**src/design/pmrs_regs.vh**
```
// Register offsets, field positions, reset values and codes of the PHY mode block
`ifndef PMRS_REGS_VH
`define PMRS_REGS_VH

// Register offsets
`define PMRS_OFS_STATUS     6'h01
`define PMRS_OFS_STATE      6'h02
`define PMRS_OFS_SIG_STR    6'h06
`define PMRS_OFS_ED_LEVEL   6'h07
`define PMRS_OFS_PHY_MODE   6'h0c
`define PMRS_OFS_SYNC_CTL   6'h15
`define PMRS_OFS_PIN_MATCH  6'h19

// Reset values
`define PMRS_RST_PHY_MODE   8'h24
`define PMRS_RST_SYNC_CTL   8'h00
`define PMRS_RST_PIN_MATCH  8'h00

// phy_mode_config fields
`define PMRS_BIT_SAFE_MODE  7
`define PMRS_BIT_AVDD_EN    6
`define PMRS_BIT_SCRAM_EN   5
`define PMRS_BIT_RC_EN      4
`define PMRS_BIT_MOD_SEL    3
`define PMRS_BIT_CHIP_RATE  2
`define PMRS_BIT_RATE_HI    1
`define PMRS_BIT_RATE_LO    0

// sync_detect_control fields
`define PMRS_BIT_PDT_DIS    7
`define PMRS_LVL_HI         3
`define PMRS_LVL_LO         0

// rf_pin_matching fields
`define PMRS_MC_HI          7
`define PMRS_MC_LO          4
`define PMRS_MC_STEP_FF     8'h24

// Threshold step in tenths of a dB (3.1 dB)
`define PMRS_THR_STEP       8'h1f

// FCS valid flag position in signal_strength_register
`define PMRS_BIT_FCS_OK     7

// State commands
`define PMRS_CMD_NOP        5'h00
`define PMRS_CMD_OFF        5'h08
`define PMRS_CMD_PLL_ON     5'h09
`define PMRS_CMD_RX_ON      5'h06
`define PMRS_CMD_AACK_ON    5'h16

// Status codes
`define PMRS_ST_OFF         5'h08
`define PMRS_ST_PLL_ON      5'h09
`define PMRS_ST_RX_ON       5'h06
`define PMRS_ST_BUSY_RX     5'h01
`define PMRS_ST_AACK_ON     5'h16
`define PMRS_ST_BUSY_AACK   5'h11

// Pulse shaping codes
`define PMRS_SH_RC10        2'h0
`define PMRS_SH_SIN         2'h1
`define PMRS_SH_RC08        2'h2
`define PMRS_SH_SIN_RC02    2'h3

`endif

```
**src/design/pmrs_mode_decode.v**
```verilog
// Registered decoder from PHY mode fields to chip rate, shaping, spreading and scrambling
`timescale 1ns/1ps
`default_nettype none
`include "pmrs_regs.vh"

module pmrs_mode_decode
(
  // Clock and reset
  input  wire        clk,
  input  wire        rst,
  // Mode fields
  input  wire [7:0]  mode_cfg,
  // Decoded settings
  output reg         oqpsk,
  output reg  [9:0]  chip_rate_k,
  output reg  [1:0]  tx_shape,
  output reg  [9:0]  psdu_rate_k,
  output reg  [9:0]  header_rate_k,
  output reg  [1:0]  spread_div_log2,
  output reg         scram_on
);

  //----------------------------------------
  // Rate lookup
  //----------------------------------------
  // O-QPSK payload rate by code and chip rate; code 3 falls back to base
  function [9:0] oqpsk_rate;
    input [1:0] code;
    input       hi;
    begin
      case (code)
        2'h1:    oqpsk_rate = hi ? 10'h1f4 : 10'h0c8;
        2'h2:    oqpsk_rate = hi ? 10'h3e8 : 10'h190;
        default: oqpsk_rate = hi ? 10'h0fa : 10'h064;
      endcase
    end
  endfunction

  wire       mod_sel = mode_cfg[`PMRS_BIT_MOD_SEL];    // 1 = O-QPSK
  wire       hi_rate = mode_cfg[`PMRS_BIT_CHIP_RATE];  // 1 = high chip rate
  wire [1:0] rate    = mode_cfg[`PMRS_BIT_RATE_HI:`PMRS_BIT_RATE_LO];

  //----------------------------------------
  // Decode registers
  //----------------------------------------
  // Bits not relevant to the active mode are simply not looked at
  always @(posedge clk)
  begin
    if (rst)
    begin
      oqpsk           <= 1'b0;
      chip_rate_k     <= 10'h258;
      tx_shape        <= `PMRS_SH_RC10;
      psdu_rate_k     <= 10'h028;
      header_rate_k   <= 10'h028;
      spread_div_log2 <= 2'h0;
      scram_on        <= 1'b0;
    end
    else if (!mod_sel)
    begin
      // BPSK both ways, rate bits ignored
      oqpsk           <= 1'b0;
      chip_rate_k     <= hi_rate ? 10'h258 : 10'h12c;  // 600 or 300
      tx_shape        <= `PMRS_SH_RC10;
      psdu_rate_k     <= hi_rate ? 10'h028 : 10'h014;
      header_rate_k   <= hi_rate ? 10'h028 : 10'h014;
      spread_div_log2 <= 2'h0;
      scram_on        <= 1'b0;
    end
    else
    begin
      // O-QPSK both ways
      oqpsk           <= 1'b1;
      chip_rate_k     <= hi_rate ? 10'h3e8 : 10'h190;  // 1000 or 400
      // Shaping is a transmit setting only
      if (hi_rate)
        tx_shape <= mode_cfg[`PMRS_BIT_RC_EN] ? `PMRS_SH_RC08 : `PMRS_SH_SIN;
      else
        tx_shape <= `PMRS_SH_SIN_RC02;
      psdu_rate_k     <= oqpsk_rate(rate, hi_rate);
      header_rate_k   <= oqpsk_rate(2'h0, hi_rate);
      spread_div_log2 <= (rate == 2'h3) ? 2'h0 : rate;
      scram_on        <= mode_cfg[`PMRS_BIT_SCRAM_EN] && (rate == 2'h2);
    end
  end

endmodule
`default_nettype wire

```
**src/design/pmrs_rx_sync.v**
```verilog
// Sync header acceptance, busy tracking and frame buffer protection
`timescale 1ns/1ps
`default_nettype none
`include "pmrs_regs.vh"

module pmrs_rx_sync
(
  // Clock and reset
  input  wire        clk,
  input  wire        rst,
  // Configuration
  input  wire        listen,
  input  wire        pdt_dis,
  input  wire [3:0]  level,
  input  wire        safe_mode,
  // Demodulator events
  input  wire        shr_found,
  input  wire [7:0]  rssi_tenths,
  input  wire        frame_end,
  input  wire        fcs_ok,
  // Host finished reading the frame
  input  wire        read_done,
  // State
  output reg         busy,
  output reg         protect,
  output reg         frame_stb,
  output wire        accept
);

  //----------------------------------------
  // Acceptance of a new frame
  //----------------------------------------
  wire [8:0] thr    = {5'h00, level} * {1'b0, `PMRS_THR_STEP};  // Floor plus 3.1 dB per step, no wrap
  wire       thr_ok = (level == 4'h0) || ({1'b0, rssi_tenths} >= thr);

  // Listening only; static and dynamic protection both hold the receiver off
  assign accept = listen && !busy && shr_found && !pdt_dis && !protect && thr_ok;

  //----------------------------------------
  // Busy and protection flags
  //----------------------------------------
  always @(posedge clk)
  begin
    if (rst)
    begin
      busy      <= 1'b0;
      protect   <= 1'b0;
      frame_stb <= 1'b0;
    end
    else
    begin
      frame_stb <= busy && frame_end;
      // Ongoing frame finishes even if detection is disabled meanwhile
      if (accept)
        busy <= 1'b1;
      else if (frame_end || !listen)
        busy <= 1'b0;                                  // Back to listening
      // Only a frame with good FCS is protected; set wins over clear
      if (busy && frame_end && safe_mode && fcs_ok)
        protect <= 1'b1;
      else if (read_done || !safe_mode)
        protect <= 1'b0;
    end
  end

endmodule
`default_nettype wire

```
**src/design/pmrs_top.v**
```verilog
// PHY mode, receive sync control and pin matching register bank
`timescale 1ns/1ps
`default_nettype none
`include "pmrs_regs.vh"

module pmrs_top
(
  // Clock and reset
  input  wire        CLK_SYS,
  input  wire        RST,
  // Register port
  input  wire [5:0]  REG_ADDR,
  input  wire [7:0]  REG_WDATA,
  input  wire        REG_WE,
  input  wire        REG_RE,
  output reg  [7:0]  REG_RDATA,
  // Demodulator events
  input  wire        SHR_FOUND,
  input  wire [7:0]  RSSI_TENTHS,
  input  wire        FRAME_END,
  input  wire        FCS_OK,
  input  wire [7:0]  ED_IN,
  input  wire [7:0]  LQI_IN,
  // Frame read path
  input  wire        FR_START,
  input  wire        FR_STB,
  input  wire        FR_DATA_END,
  input  wire [7:0]  FR_BUF_DATA,
  input  wire        FR_DONE,
  output reg  [7:0]  FR_OUT_DATA,
  // Receiver state
  output wire        RX_DEMOD_EN,
  output wire        RX_ACCEPT,
  output wire        RX_PROTECT,
  output wire        RX_AACK_MODE,
  // PHY settings
  output wire        PHY_OQPSK,
  output wire [9:0]  PHY_CHIP_RATE_K,
  output wire [1:0]  PHY_TX_SHAPE,
  output wire [9:0]  PHY_PSDU_RATE_K,
  output wire [9:0]  PHY_HDR_RATE_K,
  output wire [1:0]  PHY_SPREAD_DIV_LOG2,
  output wire        PHY_SCRAM_ON,
  output wire        PHY_AVDD_EN,
  // RF pin matching
  output wire [3:0]  PIN_MATCH_CODE,
  output reg  [9:0]  PIN_MATCH_FF
);

  //----------------------------------------
  // Transceiver states
  //----------------------------------------
  localparam [1:0] S_OFF  = 2'h0;  // Transceiver off
  localparam [1:0] S_PLL  = 2'h1;  // PLL locked
  localparam [1:0] S_RX   = 2'h2;  // Basic listen
  localparam [1:0] S_AACK = 2'h3;  // Auto-ack listen

  //----------------------------------------
  // Storage
  //----------------------------------------
  reg  [7:0] phy_mode_config;      // Mode fields
  reg  [7:0] sync_detect_control;  // Detect disable and level
  reg  [3:0] pin_match_cap;        // RF pin matching code
  reg  [1:0] state;                // Transceiver state
  reg  [1:0] next_state;           // Next transceiver state
  reg  [7:0] last_ed;              // ED of last frame
  reg  [7:0] last_lqi;             // LQI of last frame
  reg        last_fcs_ok;          // FCS result of last frame
  reg  [1:0] trail_idx;            // Trailer byte index
  reg        frame_read;           // Frame read in progress

  wire       busy;                 // Frame being received
  wire       frame_stb;            // Frame just ended
  wire       listen;               // Receiver listening
  wire [4:0] cmd;                  // Written command
  wire       cmd_wr;               // Command write strobe
  wire [4:0] status_code;          // Status register value

  //----------------------------------------
  // Status encoding
  //----------------------------------------
  // Status code from state and busy flag
  function [4:0] stat_enc;
    input [1:0] st;
    input       bsy;
    begin
      case (st)
        S_PLL:   stat_enc = `PMRS_ST_PLL_ON;
        S_RX:    stat_enc = bsy ? `PMRS_ST_BUSY_RX : `PMRS_ST_RX_ON;
        S_AACK:  stat_enc = bsy ? `PMRS_ST_BUSY_AACK : `PMRS_ST_AACK_ON;
        default: stat_enc = `PMRS_ST_OFF;
      endcase
    end
  endfunction

  assign status_code = stat_enc(state, busy);  // Busy shows while receiving
  assign listen      = (state == S_RX) || (state == S_AACK);
  assign cmd         = REG_WDATA[4:0];
  assign cmd_wr      = REG_WE && (REG_ADDR == `PMRS_OFS_STATE);

  //----------------------------------------
  // Register writes
  //----------------------------------------
  // Mode fields taken at any time; keeping them stable outside off is the host's part
  always @(posedge CLK_SYS)
  begin
    if (RST)
    begin
      phy_mode_config     <= `PMRS_RST_PHY_MODE;  // Rate code zero at reset
      sync_detect_control <= `PMRS_RST_SYNC_CTL;  // Level zero, detection on
      pin_match_cap       <= 4'h0;
    end
    else if (REG_WE)
    begin
      case (REG_ADDR)
        // Mode register
        `PMRS_OFS_PHY_MODE:
          phy_mode_config <= REG_WDATA;
        // Reserved bits 6:4 stay zero
        `PMRS_OFS_SYNC_CTL:
        begin
          sync_detect_control[`PMRS_BIT_PDT_DIS] <= REG_WDATA[`PMRS_BIT_PDT_DIS];
          sync_detect_control[3:0]               <= REG_WDATA[3:0];
        end
        // Pin matching code in the upper nibble
        `PMRS_OFS_PIN_MATCH:
          pin_match_cap <= REG_WDATA[`PMRS_MC_HI:`PMRS_MC_LO];
        // Other offsets ignored
        default:
          pin_match_cap <= pin_match_cap;
      endcase
    end
  end

  //----------------------------------------
  // State command handling
  //----------------------------------------
  // Listen entered only from the documented source states
  always @*
  begin
    next_state = state;
    if (cmd_wr)
    begin
      case (cmd)
        // Basic listen from off or PLL locked
        `PMRS_CMD_RX_ON:
          if (state == S_OFF || state == S_PLL)
            next_state = S_RX;
        // Auto-ack listen from PLL locked only
        `PMRS_CMD_AACK_ON:
          if (state == S_PLL)
            next_state = S_AACK;
        // Lock PLL, also leaves listening
        `PMRS_CMD_PLL_ON:
          next_state = S_PLL;
        // Switch off
        `PMRS_CMD_OFF:
          next_state = S_OFF;
        // Unknown commands do nothing
        default:
          next_state = state;
      endcase
    end
  end

  // State register
  always @(posedge CLK_SYS)
  begin
    if (RST)
      state <= S_OFF;
    else
      state <= next_state;
  end

  //----------------------------------------
  // Sync control
  //----------------------------------------
  pmrs_rx_sync u_sync
  (
    .clk         (CLK_SYS),
    .rst         (RST),
    .listen      (listen),
    .pdt_dis     (sync_detect_control[`PMRS_BIT_PDT_DIS]),
    .level       (sync_detect_control[`PMRS_LVL_HI:`PMRS_LVL_LO]),
    .safe_mode   (phy_mode_config[`PMRS_BIT_SAFE_MODE]),
    .shr_found   (SHR_FOUND),
    .rssi_tenths (RSSI_TENTHS),
    .frame_end   (FRAME_END),
    .fcs_ok      (FCS_OK),
    .read_done   (FR_DONE),
    .busy        (busy),
    .protect     (RX_PROTECT),
    .frame_stb   (frame_stb),
    .accept      (RX_ACCEPT)
  );

  assign RX_DEMOD_EN  = busy;             // Demodulate into buffer
  assign RX_AACK_MODE = (state == S_AACK);

  //----------------------------------------
  // Mode decoding
  //----------------------------------------
  // Same fields drive both directions; nothing is auto-detected
  pmrs_mode_decode u_dec
  (
    .clk             (CLK_SYS),
    .rst             (RST),
    .mode_cfg        (phy_mode_config),
    .oqpsk           (PHY_OQPSK),
    .chip_rate_k     (PHY_CHIP_RATE_K),
    .tx_shape        (PHY_TX_SHAPE),
    .psdu_rate_k     (PHY_PSDU_RATE_K),
    .header_rate_k   (PHY_HDR_RATE_K),
    .spread_div_log2 (PHY_SPREAD_DIV_LOG2),
    .scram_on        (PHY_SCRAM_ON)
  );

  assign PHY_AVDD_EN = phy_mode_config[`PMRS_BIT_AVDD_EN];

  //----------------------------------------
  // Received frame information
  //----------------------------------------
  // Captured as the frame ends
  always @(posedge CLK_SYS)
  begin
    if (RST)
    begin
      last_ed     <= 8'h00;
      last_lqi    <= 8'h00;
      last_fcs_ok <= 1'b0;
    end
    else if (busy && FRAME_END)
    begin
      last_ed     <= ED_IN;
      last_lqi    <= LQI_IN;
      last_fcs_ok <= FCS_OK;
    end
  end

  //----------------------------------------
  // Frame read with trailer
  //----------------------------------------
  // After the data run out, strobes return LQI, ED and status in turn
  always @(posedge CLK_SYS)
  begin
    if (RST)
    begin
      frame_read  <= 1'b0;
      trail_idx   <= 2'h0;
      FR_OUT_DATA <= 8'h00;
    end
    else if (FR_START)
    begin
      frame_read <= 1'b1;
      trail_idx  <= 2'h0;
    end
    else if (FR_DONE)
      frame_read <= 1'b0;
    else if (frame_read && FR_STB)
    begin
      if (!FR_DATA_END)
        FR_OUT_DATA <= FR_BUF_DATA;
      else
      begin
        case (trail_idx)
          2'h0:    FR_OUT_DATA <= last_lqi;
          2'h1:    FR_OUT_DATA <= last_ed;
          2'h2:    FR_OUT_DATA <= {last_fcs_ok, 7'h00};
          default: FR_OUT_DATA <= 8'h00;
        endcase
        if (trail_idx != 2'h3)
          trail_idx <= trail_idx + 2'h1;
      end
    end
  end

  //----------------------------------------
  // Pin matching
  //----------------------------------------
  assign PIN_MATCH_CODE = pin_match_cap;  // Shared by receive and transmit

  // Capacitance per pin in fF
  always @(posedge CLK_SYS)
  begin
    if (RST)
      PIN_MATCH_FF <= 10'h000;
    else
      PIN_MATCH_FF <= pin_match_cap * `PMRS_MC_STEP_FF;
  end

  //----------------------------------------
  // Register reads
  //----------------------------------------
  // Answer one cycle after the read strobe; unmapped offsets read zero
  always @(posedge CLK_SYS)
  begin
    if (RST)
      REG_RDATA <= 8'h00;
    else if (REG_RE)
    begin
      case (REG_ADDR)
        `PMRS_OFS_STATUS:    REG_RDATA <= {3'h0, status_code};
        `PMRS_OFS_STATE:     REG_RDATA <= 8'h00;
        `PMRS_OFS_SIG_STR:   REG_RDATA <= {last_fcs_ok, 7'h00};
        `PMRS_OFS_ED_LEVEL:  REG_RDATA <= last_ed;
        `PMRS_OFS_PHY_MODE:  REG_RDATA <= phy_mode_config;
        `PMRS_OFS_SYNC_CTL:  REG_RDATA <= sync_detect_control;
        `PMRS_OFS_PIN_MATCH: REG_RDATA <= {pin_match_cap, 4'h0};
        default:             REG_RDATA <= 8'h00;
      endcase
    end
  end

endmodule
`default_nettype wire

```
**config.mk**
```make
export PLATFORM = sky130hd
export DESIGN_NAME = pmrs_top
export DESIGN_NICKNAME = d
export VERILOG_FILES = /design/src/design/pmrs_mode_decode.v /design/src/design/pmrs_rx_sync.v /design/src/design/pmrs_top.v
export VERILOG_INCLUDE_DIRS = /design/src /design/src/design
export SDC_FILE = /design/constraint.sdc
export NUM_CORES = 1
export LEC_CHECK = 0
export BUFFER_PORTS_ARGS = -buffer_cell sky130_fd_sc_hd__buf_2
export CELL_PAD_IN_SITES_DETAIL_PLACEMENT = 0
export CELL_PAD_IN_SITES_GLOBAL_PLACEMENT = 2
export CORE_ASPECT_RATIO = 1.25
export CORE_MARGIN = 5
export CORE_UTILIZATION = 28
export CTS_CLUSTER_DIAMETER = 50
export DETAILED_ROUTE_END_ITERATION = 10
export PLACE_DENSITY = 0.81
export SLEW_MARGIN = 30
export SYNTH_ARGS = -nofsm -noshare
export SYNTH_HDL_FRONTEND = slang
export SYNTH_SLANG_ARGS = --single-unit
```
**constraint.sdc**
```tcl
create_clock -name CLK_SYS -period 3.8 [get_ports CLK_SYS]
set_input_delay 0.38 -clock CLK_SYS [delete_from_list [all_inputs] [get_ports CLK_SYS]]
set_output_delay 0.38 -clock CLK_SYS [all_outputs]
set_load 0.01 [all_outputs]
```
Word level (Yosys, flattened, before mapping). Index checks and enable logic that the tools add are counted.

Bits in latches: 0. Memories kept: 0. Output and inout bits: 71. Bits in read-only memories: 0. Register bits: 103. Bits in writable memories: 0. Word-level logic and storage cells: 115. Input port bits: 57.

Multiplexer cells: 27. $lt $le $gt $ge: 1. Shifts and indexed selects: 0. Eq/ne operators: 22. Add/sub/neg operators: 1. Reductions and logical operators: 37. Divide/modulo/power cells: 0. Bitwise gates (word level): 3. Multipliers: 2.

Operators by type and width (number): $mux 10 (5); $pmux 8 s6 (1); $pmux 8 s3 (1); $pmux 10 s2 (1); $mux 8 (2); $pmux 5 s3 (1); $eq 6x3->1 const B (2); $eq 6x5->1 const B (2); $logic_and 1x1->1 (11); $eq 2x2->1 const B (5); $eq 5x4->1 const B (2); $ge 8x9->1 (1); $mul 4x5->9 const B (1); $mux 9 (1); $mul 4x4->8 const B (1); $mux 2 (4); $pmux 2 s4 (1); $reduce_and 4->1 (2); $mux 1 (7); $eq 2x1->1 const B (3); $eq 6x1->1 const B (1); $eq 6x2->1 const B (1); $eq 6x4->1 const B (1); $mux 3 (2); other kinds (16) (34).

Logic depth before layout (Yosys ltp).
Depth in word-level cells: 8. Mapped depth: 13. Gate-level depth less buffers: 13.

By module. A second synthesis with hierarchy kept.

Cells, all modules: 516. Area total of the unflattened synthesis: 4630.7 µm².

By module, submodules not included: pmrs_top (sequential area each 1261.2 µm², area an instance 2917.8 µm², times used 1, cells an instance 341); pmrs_mode_decode (sequential area each 500.5 µm², area an instance 919.6 µm², times used 1, cells an instance 90); pmrs_rx_sync (sequential area each 60.1 µm², area an instance 793.3 µm², times used 1, cells an instance 85).

Least setup slack after synthesis. OpenSTA, ideal clock, no wires.

Kind: register to output. Start point: register sync_detect_control[2]. End point: output RX_ACCEPT. Required time: 3.420 ns. Setup slack: 0.003 ns. Data arrival time: 3.417 ns. Cell stages (with the launch flop): 13. Buffers on the path: 0. Cells stage by stage: dfxtp_1 > fa_1 > fa_1 > inv_1 > fa_1 > nand2b_1 > a21oi_2 > xnor2_1 > ha_1 > a21o_1 > a221o_1 > a41oi_1 > nor3_1.

Cells in the longest elaborated chain, start to end: 4. Elaborated cells between the ends (all ways): 5. Those cells by class: mul (1); order compare (1); reduce/logical (3).

Ends and longest elaborated chain: start: declaration (RTL line pmrs_top.v:62) `reg [7:0] sync_detect_control;`; start signal: assignment (RTL line pmrs_top.v:110) `` sync_detect_control <= `PMRS_RST_SYNC_CTL; ``; start signal: indexed assignment (RTL line pmrs_top.v:122) `` sync_detect_control[`PMRS_BIT_PDT_DIS] <= REG_WDATA[`PMRS_BIT_PDT_DIS]; ``; start signal: assignment (RTL line pmrs_top.v:123) `sync_detect_control[3:0] <= REG_WDATA[3:0];`; $mul 4x5->9 (RTL line pmrs_rx_sync.v:33) `` wire [8:0] thr = {5'h00, level} * {1'b0, `PMRS_THR_STEP}; ``; $ge 8x9->1 (RTL line pmrs_rx_sync.v:34) `wire thr_ok = (level == 4'h0) || ({1'b0, rssi_tenths} >= thr);`; $logic_or 1x1->1 * (RTL line pmrs_rx_sync.v:34); $logic_and 1x1->1 * (RTL line pmrs_rx_sync.v:37) `assign accept = listen && !busy && shr_found && !pdt_dis && !protect && thr_ok;`; end: declaration (RTL line pmrs_top.v:33) `output wire RX_ACCEPT,`.

Every way passes the cells marked *; elsewhere a longest branch is shown, timed or not.

Worst setup path after layout.
Start point: register sync_detect_control[1]. End point: output RX_ACCEPT.

The elaborated chain is that of the path after synthesis.

==> impl_table.tex <==
\begin{tabular}{lr}
\hline
Metric & Value \\
\hline
\multicolumn{2}{l}{\textbf{STA}} \\
Number of slew-limit violations in the final report & 0 \\
Total negative setup slack & -342 ps \\
Post-route minimum period & 4140 ps \\
Setup-violating endpoint count in the final report & 1 \\
Transition time of the tightest slew-check pin & 566 ps \\
Setup repair after global routing missed its margin & yes \\
Post-Route Skew & 5.38 ps \\
Final period util & 109\% \\
Final count of hold timing violations & 0 \\
Slew HR & 62.3\% \\
Fin worst setup slack & -342 ps \\
Maximum clock rate & 0.241 GHz \\
\multicolumn{2}{l}{\textbf{Die}} \\
Horizontal extent of the die & 123 um \\
Top-Level Pins & 128 \\
Number of placement rows & 51 \\
Core ar. & 0.0156 mm\^{}2 \\
Die Ht & 151 um \\
Total Die Area & 0.0186 mm\^{}2 \\
Initial standard-cell utilization of the core & 28.5\% \\
\multicolumn{2}{l}{\textbf{Status}} \\
Failing checks & negative setup slack \\
Result of the run & complete, but fails checks \\
\multicolumn{2}{l}{\textbf{Critical path}} \\
Ordered cell list for the critical path & fa\_1 -> fa\_1 -> ha\_1 -> a21o\_1 -> a21oi\_2 -> o21bai\_1 -> a22oi\_1 -> xor2\_1 -> ha\_1 -> a221o\_1 -> a41oi\_2 -> nor3\_1 -> buf\_2 \\
Worst flop-to-flop path endpoint & u\_sync.busy \\
Kind of end point of the critical path & primary output \\
Longest individual stage delay on the worst path & 580 ps \\
Setup crit start & sync\_detect\_control[1] \\
Critical-path cell with the highest stage delay & sky130\_fd\_sc\_hd\_\_fa\_1 \\
Highest fanout seen on the critical path & 2 \\
Worst setup path endpoint & RX\_ACCEPT \\
R2R setup slack & 150 ps \\
Worst r2r src & sync\_detect\_control[1] \\
Arr. time, crit path & 3760 ps \\
Kind of critical path & flip-flop to primary output \\
Worst endpoint required time & 3420 ps \\
Worst Reg2Reg Path Length in Cells & 15 \\
Critical Path Source Type & flip-flop \\
\multicolumn{2}{l}{\textbf{Drt}} \\
Post-DR wirelength/cell & 15.0 um \\
Routed vias/inst & 4.56 \\
Via count & 3,792 \\
Initial DRC count & 113 \\
Remaining number of nets flagged by the antenna check after routing & 0 \\
First drt pass iteration count & 4 \\
DRC violation count after routing & 0 \\
Detailed-route wire length & 12,500 um \\
\multicolumn{2}{l}{\textbf{Synthesis}} \\
Yosys reg bits & 90 \\
Async SR Flop Fraction & 0\% \\
Yosys cell types & 67 \\
Largest cells by area after synthesis & sky130\_fd\_sc\_hd\_\_dfxtp\_1, sky130\_fd\_sc\_hd\_\_ha\_1, sky130\_fd\_sc\_hd\_\_nand2\_1, sky130\_fd\_sc\_hd\_\_a21oi\_1, sky130\_fd\_sc\_hd\_\_nor2\_1 \\
Sequential-to-total area share from yosys stat & 40.4\% \\
Synthesis Warnings & 0 \\
Synthesized cell area & 0.00446 mm\^{}2 \\
Synth Area per Inst & 9.03 um\^{}2 \\
Cell count after synthesis & 494 \\
Top-area cell type share of the netlist area & 40.4\% \\
Library cell with the largest summed area after synthesis & sky130\_fd\_sc\_hd\_\_dfxtp\_1 \\
Most used DFF post-synth & sky130\_fd\_sc\_hd\_\_dfxtp\_1 \\
Number of enable-type register cells in the synthesized netlist & 0 \\
\multicolumn{2}{l}{\textbf{Clock tree}} \\
Longest Clk Path Bufs & 2 \\
CTS Root Buffer Type & sky130\_fd\_sc\_hd\_\_clkbuf\_16 \\
Worst-skew pair later-pin latency & 340 ps \\
Clock buffer count from CTS & 9 \\
Clock transition at the register clock pins on the worst setup and hold paths after CTS & 70 ps \\
Number of H-tree branching levels & 3 \\
\# clock sinks & 90 \\
CTS tree & done \\
\multicolumn{2}{l}{\textbf{Power}} \\
Switching part of the total power & 25.2\% \\
Maximum ir drop on the vdd rail & 0.181 mV \\
PD cells & 347 mW/mm\^{}2 \\
Int Power & 0.00146 W \\
Comb power frac & 6.1\% \\
Leak Pwr & 2.58 nW \\
Clock power share & 45.2\% \\
Sw power & 0.000492 W \\
Sequential share of power & 48.7\% \\
\multicolumn{2}{l}{\textbf{Finish}} \\
Layout fillers & 1,643 \\
Non-Filler Cell Area, Final & 0.00562 mm\^{}2 \\
Final Net Count & 712 \\
Area delta synth->final & 26.1\% \\
Ant. Diodes & 0 \\
Ratio of cells with drive above 1 in the final layout & 28.9\% \\
\multicolumn{2}{l}{\textbf{Place}} \\
Placed cell area & 0.00523 mm\^{}2 \\
Port buffer count & 119 \\
Hpwl dp & 9820 um \\
Gpl congestion & 0.791 \\
\multicolumn{2}{l}{\textbf{Global routing}} \\
Vias in the first global route & 3,754 \\
Total track usage & 13.5\% \\
Number of antenna violations at the first check in global routing & 1 \\
Met1 Usage GRT & 14.9\% \\
Met2 track utilization from global routing & 24.7\% \\
Most used routing layer & met2 \\
Global-route wire length before repair & 19,300 um \\
Met3 demand-to-capacity share in global routing & 3.32\% \\
Pin count of the biggest net entering global routing & 41 \\
Residual overflow from global routing & 0 \\
\multicolumn{2}{l}{\textbf{Hold path}} \\
Type of the most critical hold path & primary input to flip-flop \\
\multicolumn{2}{l}{\textbf{Flow run}} \\
MaxCap Viol Count & 0 \\
\hline
\end{tabular}
[critical path, delay by kind of cell, from the launching register on]
| family | cells | cell delay, ps |
|---|---|---|
| DFF | 1 | 330 |
| adders and majority gates | 4 | 1620 |
| buffers and inverters | 1 | 140 |
| xor gates and xnor gates | 1 | 170 |
| AOI/OAI and AO/OA | 6 | 1120 |
| and+or+nand+nor | 1 | 60 |
[power groups by stage]
| stage | logic [W] | registers (W) | clock network (W) |
|---|---|---|---|
| 3_5_place_dp | 0.000116 | 0.000972 | 0 |
| 6_report | 0.000119 | 0.000950 | 0.000880 |
| 4_1_cts | 0.000119 | 0.000950 | 0.000911 |
| 3_3_place_gp | 0.000114 | 0.000972 | 0 |
| 5_1_grt | 0.000133 | 0.000950 | 0.000943 |
| 2_1_floorplan | 0.0000693 | 0.000973 | 0 |
[logic make-up after synthesis]
group	Yosys count	share of synthesized area [%]
compound gates	100	15.1
mux	14	3.25
flops	90	40.4
other cells	1	0.0841
fa+ha+maj	41	12.5
simple gates	169	19.6
buf+inv	72	7.77
xor+xnor	7	1.37
[repair_timing]
action / in CTS / in global routing
hold buffers: 0 / 0
pin swaps: 11 / 12
gates resized for setup: 9 / 1
endpoints found under the setup margin: 1 / 1
hold endpoints to repair: 0 / 0
gates cloned: 0 / 0
setup buffers: 4 / 2
[synthesized netlist by cell type, drive strengths merged, types with 3 or more instances]
library cell	number
nand2	55
buf	19
xnor2	5
nor4	3
o21ai	7
a211oi	4
nor4b	3
a22oi	17
nand3	8
dfxtp	90
and3b	3
ha	35
and3	4
nand2b	7
clkbuf	17
mux2	4
inv	35
a222oi	3
and2	3
a21oi	35
o22ai	8
mux2i	10
nor3	25
nor2	37
a22o	8
fa	6
nor2b	10
[state kept, by name, summed over array words and instances (netlist names)]
| register | flops |
|---|---|
| u_dec.psdu_rate_k | 9 |
| FR_OUT_DATA | 8 |
| PIN_MATCH_FF | 8 |
| REG_RDATA | 8 |
| last_ed | 8 |
| last_lqi | 8 |
| phy_mode_config | 8 |
| u_dec.chip_rate_k | 6 |
| sync_detect_control | 5 |
| u_dec.header_rate_k | 5 |
| PIN_MATCH_CODE | 4 |
| state | 2 |
| trail_idx | 2 |
| u_dec.spread_div_log2 | 2 |
| u_dec.tx_shape | 2 |
| frame_read | 1 |
| last_fcs_ok | 1 |
| u_dec.scram_on | 1 |
| u_sync.busy | 1 |
| u_sync.protect | 1 |
[placed cells by master (no fill, tap or decap), drive strengths merged, types with 5 or more instances in the layout]
master | netlist | layout
buf | 19 | 138
dfxtp | 90 | 90
nand2 | 55 | 55
inv | 35 | 39
nor2 | 37 | 37
ha | 35 | 35
a21oi | 35 | 35
nor3 | 25 | 25
a22oi | 17 | 17
mux2i | 10 | 10
nor2b | 10 | 10
clkbuf | 17 | 9
a22o | 8 | 8
nand3 | 8 | 8
o22ai | 8 | 8
conb | 1 | 8
nand2b | 7 | 7
o21ai | 7 | 7
fa | 6 | 6
xnor2 | 5 | 5
[per-stage QoR]
stage / total power (W) / utilization, % / hold WS (ps) / std cells / setup WS (ps)
floorplan: 0.00104 / - / 436 / 501 / 3.34
global placement: 0.00109 / 33.5 / 446 / 809 / -36.6
detailed placement: 0.00109 / 33.5 / 449 / 809 / -124
CTS: 0.00198 / 35.9 / 259 / 829 / -327
global route: 0.00203 / 36.0 / 278 / 831 / -481
finish: 0.00195 / 36.0 / 271 / 831 / -342
[final cells by class]
| type | instances | area [um^2] | area share, % |
|---|---|---|---|
| clock buffer | 9 | 225 | 4.00 |
| multi-input combinational | 339 | 2390 | 42.4 |
| clock inverter | 7 | 68.8 | 1.22 |
| tap | 212 | 265 | 4.72 |
| sequential | 90 | 1800 | 32.1 |
| inverter | 36 | 135 | 2.40 |
| timing repair buffer | 138 | 738 | 13.1 |
[metal layers]
metal / share of wire [%] / wire length [um]
met5: 0.16 / 20
met4: 1.6 / 204
met3: 5.1 / 642
met2: 53 / 6570
met1: 40 / 5040
[worst min-delay path by stage]
stage / start / slack [ps] / cells after the start / to
3_5_place_dp: last_lqi[4] / 450 / 2 / last_lqi[4]
2_1_floorplan: last_lqi[7] / 440 / 2 / last_lqi[7]
3_3_place_gp: last_lqi[4] / 450 / 2 / last_lqi[4]
5_1_grt: LQI_IN[6] / 280 / 3 / last_lqi[6]
6_report: LQI_IN[1] / 270 / 3 / last_lqi[1]
4_1_cts: LQI_IN[3] / 260 / 3 / last_lqi[3]
(Power assumes the default switching activity.)
